**src/eawd_defines.vh**
```
// Constants for the extender address-window decode block.
// Assumes inclusion by bare name from the design files.
`ifndef EAWD_DEFINES_VH
`define EAWD_DEFINES_VH

// Logical address width: 256 logical addresses
`define EAWD_LA_W 8
// Size field width, holds 0..8
`define EAWD_SIZE_W 4
// Size value meaning all address bits compared
`define EAWD_SIZE_FULL 4'h8
// Default extender logical address
`define EAWD_LA_DEFAULT 8'h01
// Logical-address region in A16 begins at 0xc000
`define EAWD_A16_LA_BASE 16'hc000
// Field positions of an A16 address within that region
`define EAWD_A16_LA_LSB 6
`define EAWD_A16_LA_MSB 13
`define EAWD_A16_REGION_MSB 15
`define EAWD_A16_REGION_LSB 14
`define EAWD_A16_REGION_VAL 2'h3
// Window format select values
`define EAWD_FMT_BASE_SIZE 1'b0
`define EAWD_FMT_HIGH_LOW 1'b1
// Direction values in base/size style
`define EAWD_DIR_INTO_FRAME 1'b0
`define EAWD_DIR_OUT_OF_FRAME 1'b1

`endif

```
**src/eawd_window.v**
```verilog
// One address-mapping window: base/size or high/low range compare.
// Assumes addresses and window fields are stable within an address phase.
`timescale 1ns/1ps
`include "eawd_defines.vh"

module eawd_window #(
  parameter AW = 8
) (
  fmt_high_low,
  enable,
  base_or_high,
  size_or_low,
  size_val,
  dir_out,
  link_addr,
  bp_addr,
  hit_in,
  hit_out
);
  input wire fmt_high_low;
  input wire enable;
  input wire [AW-1:0] base_or_high;
  input wire [AW-1:0] size_or_low;
  input wire [`EAWD_SIZE_W-1:0] size_val;
  input wire dir_out;
  input wire [AW-1:0] link_addr;
  input wire [AW-1:0] bp_addr;
  output reg hit_in;
  output reg hit_out;

  // Mask of compared upper bits: size bits from the top, rest treated as zero.
  // Sizes above full width saturate, so a stray size never opens the whole space.
  function [AW-1:0] eawd_size_mask;
    input [`EAWD_SIZE_W-1:0] sz;
    integer i;
    integer n;
    begin
      n = {{(32-`EAWD_SIZE_W){1'b0}}, sz};
      if (n > AW)
        n = AW;
      eawd_size_mask = {AW{1'b0}};
      for (i = 0; i < AW; i = i + 1) begin
        if (i >= AW - n)
          eawd_size_mask[i] = 1'b1;
      end
    end
  endfunction

  // Inclusive range test with arbitrary bounds
  function eawd_in_range;
    input [AW-1:0] a;
    input [AW-1:0] lo;
    input [AW-1:0] hi;
    begin
      eawd_in_range = (a >= lo) && (a <= hi); // RQ15 RQ5
    end
  endfunction

  reg [AW-1:0] mask;
  reg hl_zero;
  reg hl_inward;

  always @* begin
    mask = eawd_size_mask(size_val); // RQ13 RQ8
    hl_zero = (base_or_high == {AW{1'b0}}) && (size_or_low == {AW{1'b0}});
    hl_inward = (base_or_high >= size_or_low);
    hit_in = 1'b0;
    hit_out = 1'b0;
    if (enable) begin
      if (fmt_high_low == `EAWD_FMT_HIGH_LOW) begin // RQ1
        if (!hl_zero) begin // RQ4
          if (hl_inward)
            hit_in = eawd_in_range(link_addr, size_or_low, base_or_high); // RQ2
          else
            hit_out = eawd_in_range(bp_addr, base_or_high, size_or_low); // RQ3
        end
      end else begin
        // Aligned power-of-two block selected by masked compare
        if (dir_out == `EAWD_DIR_OUT_OF_FRAME) // RQ12
          hit_out = ((bp_addr & mask) == (base_or_high & mask)); // RQ7
        else
          hit_in = ((link_addr & mask) == (base_or_high & mask)); // RQ7
      end
    end
  end
endmodule // eawd_window

```
**src/eawd_decode.v**
```verilog
// Address-window decode of a backplane-to-cable mainframe extender.
// Assumes window fields come from a configuration master via plain ports,
// and all inputs are synchronous to clock.
//
// Overview of operation
// [RQ1] Format select one picks high/low style
// [RQ2] High above low passes link addresses inward
// [RQ3] Low above high forwards backplane addresses out
// [RQ4] Both bounds zero disables the window
// [RQ5] High/low bounds take any values, no rounding
// [RQ6] Logical address space holds 256 addresses
// [RQ7] Base/size covers aligned power-of-two blocks
// [RQ8] Size value is eight minus log2 length
// [RQ9] Own registers decoded at logical address
// [RQ10] Other devices avoid the logical address region
// [RQ11] Logical address defaults to one, changeable
// [RQ12] Format zero uses base/size with direction
// [RQ13] Size gives compared upper base bits
// [RQ14] All windows off after initialization
// [RQ15] Range compare includes both bounds
// [RQ16] Hits evaluated without extra pipeline cycles
`timescale 1ns/1ps
`include "eawd_defines.vh"

module eawd_decode #(
  parameter NWIN = 4,
  parameter AW = `EAWD_LA_W
) (
  clock,
  rst_n,
  window_format_select,
  win_load,
  win_enable,
  win_base_or_high,
  win_size_or_low,
  win_size,
  win_dir_out,
  la_load,
  la_value,
  link_addr,
  bp_addr,
  a16_addr,
  addr_phase,
  hit_in,
  hit_out,
  any_hit_in,
  any_hit_out,
  own_reg_sel,
  own_la
);
  input wire clock;
  input wire rst_n;
  input wire window_format_select;
  input wire win_load;
  input wire [NWIN-1:0] win_enable;
  input wire [NWIN*AW-1:0] win_base_or_high;
  input wire [NWIN*AW-1:0] win_size_or_low;
  input wire [NWIN*`EAWD_SIZE_W-1:0] win_size;
  input wire [NWIN-1:0] win_dir_out;
  input wire la_load;
  input wire [AW-1:0] la_value;
  input wire [AW-1:0] link_addr;
  input wire [AW-1:0] bp_addr;
  input wire [15:0] a16_addr;
  input wire addr_phase;
  output reg [NWIN-1:0] hit_in;
  output reg [NWIN-1:0] hit_out;
  output reg any_hit_in;
  output reg any_hit_out;
  output reg own_reg_sel;
  output reg [AW-1:0] own_la;

  ////////////////////////////////////////////////////////////////////////////
  // Window configuration held as the extender control state

  reg fmt_q;
  reg [NWIN-1:0] en_q;
  reg [NWIN*AW-1:0] boh_q;
  reg [NWIN*AW-1:0] sol_q;
  reg [NWIN*`EAWD_SIZE_W-1:0] size_q;
  reg [NWIN-1:0] dir_q;

  always @(posedge clock or negedge rst_n) begin
    if (!rst_n) begin
      fmt_q <= `EAWD_FMT_BASE_SIZE;
      en_q <= {NWIN{1'b0}}; // RQ14
      boh_q <= {(NWIN*AW){1'b0}};
      sol_q <= {(NWIN*AW){1'b0}};
      size_q <= {(NWIN*`EAWD_SIZE_W){1'b0}};
      dir_q <= {NWIN{1'b0}};
    end else if (win_load) begin
      fmt_q <= window_format_select;
      en_q <= win_enable;
      boh_q <= win_base_or_high;
      sol_q <= win_size_or_low;
      size_q <= win_size;
      dir_q <= win_dir_out;
    end
  end

  ////////////////////////////////////////////////////////////////////////////
  // Extender logical address, changeable so several modules stay distinct

  reg [AW-1:0] la_q;

  always @(posedge clock or negedge rst_n) begin
    if (!rst_n)
      la_q <= `EAWD_LA_DEFAULT; // RQ11
    else if (la_load)
      la_q <= la_value; // RQ11
  end

  ////////////////////////////////////////////////////////////////////////////
  // Per-window combinational compare, one result per address phase

  wire [NWIN-1:0] hit_in_c;
  wire [NWIN-1:0] hit_out_c;

  genvar g;
  generate
    for (g = 0; g < NWIN; g = g + 1) begin : g_win
      eawd_window #(
        .AW(AW)
      ) u_win (
        .fmt_high_low(fmt_q),
        .enable(en_q[g]),
        .base_or_high(boh_q[g*AW +: AW]),
        .size_or_low(sol_q[g*AW +: AW]),
        .size_val(size_q[g*`EAWD_SIZE_W +: `EAWD_SIZE_W]),
        .dir_out(dir_q[g]),
        .link_addr(link_addr), // RQ6
        .bp_addr(bp_addr), // RQ6
        .hit_in(hit_in_c[g]),
        .hit_out(hit_out_c[g])
      );
    end
  endgenerate

  ////////////////////////////////////////////////////////////////////////////
  // Own register decode in A16 logical-address region

  wire own_sel_c;

  assign own_sel_c = (a16_addr[`EAWD_A16_REGION_MSB:`EAWD_A16_REGION_LSB] ==
                      `EAWD_A16_REGION_VAL) &&
                     (a16_addr[`EAWD_A16_LA_MSB:`EAWD_A16_LA_LSB] == la_q); // RQ9

  ////////////////////////////////////////////////////////////////////////////
  // Output registers: hits and own select sampled at the address phase, cleared otherwise; own_la follows la_q every cycle

  always @(posedge clock or negedge rst_n) begin
    if (!rst_n) begin
      hit_in <= {NWIN{1'b0}};
      hit_out <= {NWIN{1'b0}};
      any_hit_in <= 1'b0;
      any_hit_out <= 1'b0;
      own_reg_sel <= 1'b0;
      own_la <= `EAWD_LA_DEFAULT;
    end else begin
      own_la <= la_q;
      if (addr_phase) begin
        hit_in <= hit_in_c; // RQ16
        hit_out <= hit_out_c; // RQ16
        any_hit_in <= |hit_in_c;
        any_hit_out <= |hit_out_c;
        own_reg_sel <= own_sel_c;
      end else begin
        hit_in <= {NWIN{1'b0}};
        hit_out <= {NWIN{1'b0}};
        any_hit_in <= 1'b0;
        any_hit_out <= 1'b0;
        own_reg_sel <= 1'b0;
      end
    end
  end
endmodule // eawd_decode

```
**config.mk**
```make
export PLATFORM = sky130hd
export DESIGN_NAME = eawd_decode
export DESIGN_NICKNAME = d
export VERILOG_FILES = /design/src/eawd_window.v /design/src/eawd_decode.v
export VERILOG_INCLUDE_DIRS = /design/src
export SDC_FILE = /design/constraint.sdc
export NUM_CORES = 1
export LEC_CHECK = 0
export ABC_AREA = 1
export BUFFER_PORTS_ARGS = -buffer_cell sky130_fd_sc_hd__buf_2
export CORE_MARGIN = 1.5
export CORE_UTILIZATION = 59
export CTS_CLUSTER_DIAMETER = 150
export DETAILED_ROUTE_END_ITERATION = 10
export PLACE_DENSITY_LB_ADDON = 0.15
export SLEW_MARGIN = 20
export SYNTH_ARGS = -nofsm -noshare
export SYNTH_HDL_FRONTEND = slang
export SYNTH_HIERARCHICAL = 1
export SYNTH_SLANG_ARGS = --single-unit
```
**constraint.sdc**
```tcl
create_clock -name clock -period 2.6 [get_ports clock]
set_input_delay 0.65 -clock clock [delete_from_list [all_inputs] [get_ports clock]]
set_output_delay 0.65 -clock clock [all_outputs]
set_load 0.05 [all_outputs]
```
==> results of run 1 <==
layout make-up:
| class | instances | area [µm²] | share of cell area, % |
|---|---|---|---|
| repair buffers | 170 | 966 | 7.88 |
| diodes | 1 | 2.50 | 0.0204 |
| flip-flops and latches | 116 | 2910 | 23.8 |
| inverters | 193 | 724 | 5.91 |
| well taps | 225 | 282 | 2.30 |
| clock buffers | 21 | 470 | 3.84 |
| multi-input cells | 986 | 6720 | 54.9 |
| clock inverters | 11 | 175 | 1.43 |
worst paths after layout:
check	startpoint	to	slack [ns]
max in group asynchronous	rst_n	size_q[7]$_DFFE_PN0P_	1.78
hold / removal	rst_n	sol_q[0]$_DFFE_PN0P_	0.20
min in group clock	la_q[0]$_DFFE_PN1P_	own_la[0]$_DFF_PN1_	0.38
setup / recovery	size_q[7]$_DFFE_PN0P_	any_hit_in$_DFF_PN0_	0.22
hold reg to reg	la_q[0]$_DFFE_PN1P_	own_la[0]$_DFF_PN1_	0.38
setup reg to reg	size_q[7]$_DFFE_PN0P_	any_hit_in$_DFF_PN0_	0.22
cell families (layout without fill, tap and decap cells):
group | Yosys count | after routing | synth area share, %
AO/OA/AOI/OAI | 130 | 130 | 6.61
XOR/XNOR | 26 | 26 | 2.18
adder cells (fa/ha/maj) | 176 | 176 | 21.1
buffers and inverters | 209 | 395 | 8.01
flip-flops | 116 | 116 | 27.8
multiplexers | 91 | 91 | 10.2
other | 0 | 1 | 0
AND/OR/NAND/NOR | 563 | 563 | 24.2
layout by cell type, fill, tap and decap left out, types with 6 or more instances in the layout:
cell,netlist,layout
nand2_1,264,264
inv_1,189,189
ha_1,176,176
buf_2,8,144
dfrtp_1,114,110
nor2_1,110,104
mux2_2,81,81
nand3_1,78,78
a21oi_1,76,76
nand4_1,44,44
o21ai_0,34,34
buf_4,0,22
nand2_2,20,20
xor2_1,20,20
clkbuf_16,0,17
nand3_2,12,12
o21a_1,12,12
nor3_1,12,12
mux2_4,10,10
or2_2,8,8
xnor2_1,6,6
nor4_1,6,6
nor2_2,0,6
repair_timing:
| action | in CTS | in global routing |
|---|---|---|
| endpoints found under the setup margin | 0 | 7 |
| endpoints found under the hold margin | 0 | 0 |
| setup buffers | 0 | 1 |
| resized for setup | 0 | 10 |
worst max-delay path, stage by stage, from the launching register on:
cell and delay, ns:
dfrtp_2 0.48, nor2_2 0.18, inv_1 0.10, ha_1 0.28
nor2_1 0.10, nand2_1 0.08, nor2_1 0.09, nand2_1 0.07
nand2_1 0.06, nand2_1 0.06, nand3_1 0.07, nor2_1 0.05
nand3_1 0.06, nand2_1 0.05, nand2_1 0.11, nor2_1 0.08
nor4_1 0.27, nor2_1 0.07
through the flow:
step                power (W)  setup TNS (ns)  hold slack [ns]  std cells
floorplan             0.00374               0            0.354       1311
global placement      0.00432               0            0.366       1689
detailed placement    0.00441               0            0.372       1689
CTS                   0.00703               0            0.221       1721
global route          0.00747        -0.00126            0.221       1723
finish                0.00701               0            0.197       1723
routing by layer:
metal | track usage (%) | vias to the layer above | wire, µm | part of all wire, %
met2 | 53.9 | 331 | 13500 | 48
met3 | 6.11 | 68 | 1860 | 6.6
met1 | 38.9 | 4470 | 12000 | 42
li1 | - | 4722 | - | -
met5 | 0 | - | 0 | 0
met4 | 13.4 | 0 | 881 | 3.1
sequential cells by signal, indices dropped and copies added, names as in the netlist, 4 cells and up:
name / count
la_q: 8
sol_q: 32
own_la: 8
en_q: 4
hit_out: 4
dir_q: 4
boh_q: 32
hit_in: 4
size_q: 16
power by group:
group	internal [W]	total, W	switching, W
registers	0.00198	0.00220	0.000213
clock network	0.00168	0.00257	0.000890
logic	0.000908	0.00224	0.00133
==> results by group, run 1 <==
Status
  – Outcome: finished clean

Global routing
  – First-pass GRT wire length: 45300 µm
  – Initial antenna violation count: 1
  – GRT Overall Usage: 31.6%
  – Largest net degree at the start of global routing: 69
  – GRT overflow: 0
  – Vias in the first global route: 9407

Synthesis
  – Yosys Warn Count: 6
  – Post-synth top cells: nand2_1 (264), inv_1 (189), ha_1 (176), dfrtp_1 (114), nor2_1 (110)
  – Post-synth EDFFs: 0
  – Synth Register Bits: 116
  – Synthesized area per cell: 7.97 µm²
  – Post-synth design cell area: 10400 µm²
  – Register area share after synthesis: 27.8%
  – Yosys top cell area share: 27.3%
  – Netlist cell types: 30
  – Post-synth ARST share: 100%
  – Synthesized net count: 1621
  – Top cells by area, synth: dfrtp_1 (27%), ha_1 (21%), nand2_1 (9.5%)
  – Syn Inst Count: 1311
  – Most frequent cell after synthesis: nand2_1
  – Synth Flop Type: dfrtp_1
  – Largest area contributor in the netlist: dfrtp_1

Final layout
  – Fin util: 70.8%
  – Share of cells above drive strength 1: 23.2%
  – Fillcell total: 1386
  – Post-route cell area: 12300 µm²
  – Layout area overhead: 17.3%
  – Final nets: 1794

STA
  – Fmax: 420 MHz
  – Slew @ Worst Pin: 0.641 ns
  – Final Hold Viols: 0
  – Clock Skews: 0.00816 ns
  – Post-route minimum period: 2.38 ns
  – # setup viols final: 0
  – Max-slew headroom: 57.2%
  – Tcrit/Tclk final: 91.5%
  – Final worst slack: 0.221 ns
  – Max-slew violation total from the final report: 0

Floorplanning
  – Initial core utilization: 60.4%
  – Die ar.: 18500 µm²
  – Die width: 136 µm
  – IO Pins: 153
  – Placeable Area: 17300 µm²
  – Die H: 136 µm
  – FP Rows: 48

Route
  – Final wirelength: 28200 µm
  – DR vias/cell: 5.57
  – DRT antenna net count: 0
  – Remaining DRCs: 0
  – Initial DRC count: 611
  – Via count: 9591
  – First drt pass iteration count: 5
  – Routed WL per cell: 16.4 µm

Setup path
  – Worst Setup Path Type: reg -> reg
  – Worst path required time: 2.91 ns
  – Crit end category: flip-flop
  – Setup crit start kind: flip-flop
  – CP arrival: 2.69 ns
  – Worst-path fanout max: 8
  – R2R cell count: 17

Pwr
  – Leakage: 6.67 nW
  – Power Density: 572 nW/µm²
  – Worst IR Drop VDD: 0.467 mV

Placement
  – Placed cell areas: 11600 µm²
  – Dpl ws: 0.0280 ns
  – Post-DP HPWL: 20900 µm
  – IO buf count: 146
  – GPL Wtd Cong: 0.921

Flow run
  – Max_cap viols: 0

Clock tree
  – Clock H-tree levels: 4
  – Clock sink count: 116
  – Maximum root-to-sink buffer count: 2
  – TritonCTS clock tree: built
  – Hold_buf cts: 0
  – CTS buffer count: 17
  – Root Buffer: clkbuf_16
  – Clock Pin Slew Worst Setup and Hold Paths: 0.06 ns
  – Worst skew pair latency: 0.43 ns

Min path
  – Hold Crit Class: in -> async
No activity file was read; power rests on OpenSTA's default activity.
==> inputs of run 2 (changes only) <==
--- a/config.mk
+++ b/config.mk
@@ -8,8 +8,10 @@
 export LEC_CHECK = 0
 export ABC_AREA = 1
 export BUFFER_PORTS_ARGS = -buffer_cell sky130_fd_sc_hd__buf_2
+export CELL_PAD_IN_SITES_DETAIL_PLACEMENT = 0
+export CELL_PAD_IN_SITES_GLOBAL_PLACEMENT = 1
 export CORE_MARGIN = 1.5
-export CORE_UTILIZATION = 59
+export CORE_UTILIZATION = 44
 export CTS_CLUSTER_DIAMETER = 150
 export DETAILED_ROUTE_END_ITERATION = 10
 export PLACE_DENSITY_LB_ADDON = 0.15
==> run 2 against run 1 <==
Net effect: combinational power grew 2%; clock-buffer cell count shrank 3; wire length grew 2.9%; worst setup slack lost 0.0053 ns; final cell count grew 6.3%; flip-flop and latch count is the same; global-route usage shrank 6.8 points; first-iteration DRC count shrank 23%; highest routed layer unchanged; die area grew 33%; clock skew grew 0.0048 ns.
==> results by group, run 2 (synthesized netlist as in run 1, its figures left out) <==
Status
  – Outcome: finished clean

Clock tree
  – Clock Pin Slew Worst Setup and Hold Paths: 0.06 ns
  – TritonCTS clock tree: built
  – Hold_buf cts: 0
  – CTS buffer count: 17
  – Root Buffer: clkbuf_16
  – Worst skew pair latency: 0.43 ns
  – Clock H-tree levels: 4
  – Maximum root-to-sink buffer count: 2
  – Clock sink count: 116

Route
  – Initial DRC count: 471
  – First drt pass iteration count: 4
  – Routed wire length on met3: 1060 µm
  – Met1 Routed Length: 14000 µm
  – DRT antenna net count: 0
  – DR vias/cell: 5.08
  – Max Used Layer: met4
  – Routed WL per cell: 15.8 µm
  – Routed length on met2: 13500 µm
  – Via count: 9305
  – Final wirelength: 29000 µm
  – Remaining DRCs: 0

Final layout
  – Final nets: 1809
  – Non-Filler Instances: 1831
  – Largest regs: boh_q (32), sol_q (32), size_q (16)
  – Share of cells above drive strength 1: 23.8%
  – Fin util: 53.4%
  – Commonest cells after routing, fill and taps aside: nand2_1 (264), inv_1 (189), ha_1 (176), buf_2 (144), dfrtp_1 (112)
  – Most common library cell in the layout ignoring fill and taps: nand2_1
  – ANT cells: 0
  – Fillcell total: 2345
  – Layout area overhead: 19.6%

STA
  – Tcrit/Tclk final: 91.7%
  – Slew @ Worst Pin: 0.563 ns
  – Final Hold Viols: 0
  – Max-slew headroom: 62.4%
  – Fmax: 419 MHz
  – Post-route minimum period: 2.38 ns
  – # setup viols final: 0
  – Final TNS setup: 0 ns
  – Clock Skews: 0.0129 ns
  – RSZ-0062 raised after global routing: no
  – Max-slew violation total from the final report: 0

Setup path
  – Worst path required time: 2.91 ns
  – Setup crit start kind: flip-flop
  – CP arrival: 2.69 ns
  – Worst-path fanout max: 8
  – Crit end category: flip-flop
  – Worst Setup Path Type: reg -> reg

Pwr
  – Leakage: 6.74 nW
  – Worst IR Drop VDD: 0.351 mV
  – Power Density: 545 nW/µm²

Global routing
  – GRT overflow: 0
  – GRT Overall Usage: 24.7%
  – Vias in the first global route: 9094
  – First-pass GRT wire length: 46700 µm
  – Largest net degree at the start of global routing: 56
  – Initial antenna violation count: 0

Floorplanning
  – Die ar.: 24700 µm²
  – Initial core utilization: 44.6%
  – Die width: 157 µm
  – Die H: 157 µm
  – FP Rows: 56
  – IO Pins: 153
  – Placeable Area: 23400 µm²

Placement
  – DP Cell Count: 1797
  – IO buf count: 146
  – GPL Wtd Cong: 0.855
  – Post-DP HPWL: 22300 µm

Min path
  – Hold Crit Class: in -> async

Flow run
  – Max_cap viols: 0
run 2: cell count changes in the layout (fill, tap and decap cells not counted), moves of 2 or more:
| cell | change |
|---|---|
| clkbuf_8 | -2 |
| dfrtp_2 | -2 |
| nor2_2 | -2 |
| dfrtp_1 | +2 |
| clkinv_2 | +2 |
| inv_6 | +4 |
| buf_12 | +8 |
| nor2_1 | +2 |
| buf_4 | +7 |
| bufinv_16 | -3 |
run 2: critical path, cell delays in order (launching register included):
cell	delay [ns]
dfrtp_2	0.47
nor2_1	0.20
inv_1	0.11
ha_1	0.28
nor2_1	0.10
nand2_1	0.08
nor2_1	0.09
nand2_1	0.07
a22oi_1	0.23
nor2_1	0.08
nand3_1	0.08
nand2_1	0.08
nand2_1	0.08
nor2_1	0.07
nor4_1	0.17
nor2_1	0.07
run 2: final cells by class:
type,instances,area [µm²],share of cell area (%)
multi-input cells,986,6720,53.8
flip-flops and latches,116,2910,23.3
repair buffers,185,1180,9.43
inverters,193,724,5.80
clock buffers,18,439,3.51
well taps,319,399,3.19
clock inverters,14,129,1.03
run 2: metrics by stage:
step	total power (W)	setup slack [ns]	area [µm²]	hold WS, ns
after global placement	0.00444	0.0358	11900	0.366
after floorplan	0.00374	0.544	10400	0.354
after global routing	0.00730	0.0105	12500	0.0954
final	0.00681	0.216	12500	0.0919
after CTS	0.00687	0.124	12500	0.0847
after detailed placement	0.00448	0.0339	11900	0.370
run 2: per-layer routing:
layer,track usage [%],vias to the layer above
met1,32.9,4348
met5,0,-
met3,3.80,33
met4,6.74,0
li1,-,4749
met2,41.8,175
run 2: worst paths after layout:
path	start	cells after the start	endpoint	slack [ns]
min in group clock	la_q[0]$_DFFE_PN1P_	0	own_la[0]$_DFF_PN1_	0.39
worst min-delay path	rst_n	1	sol_q[7]$_DFFE_PN0P_	0.09
worst max register to register	size_q[15]$_DFFE_PN0P_	15	any_hit_out$_DFF_PN0_	0.22
worst min register to register	la_q[0]$_DFFE_PN1P_	0	own_la[0]$_DFF_PN1_	0.39
worst max-delay path	size_q[15]$_DFFE_PN0P_	15	any_hit_out$_DFF_PN0_	0.22
max in group asynchronous	rst_n	2	own_la[0]$_DFF_PN1_	1.86
run 2: power breakdown:
group / total [W] / switching, W / internal (W) / leakage (nW)
clock: 0.00235 / 0.000996 / 0.00135 / 0.273
combinational: 0.00228 / 0.00134 / 0.000940 / 5.09
sequential: 0.00218 / 0.000202 / 0.00198 / 1.38
run 2: timing repair:
action | 4_1_cts | 5_1_grt
hold endpoints to repair | 0 | 0
gates resized for setup | 0 | 6
setup buffers | 0 | 2
setup endpoints to repair | 0 | 5
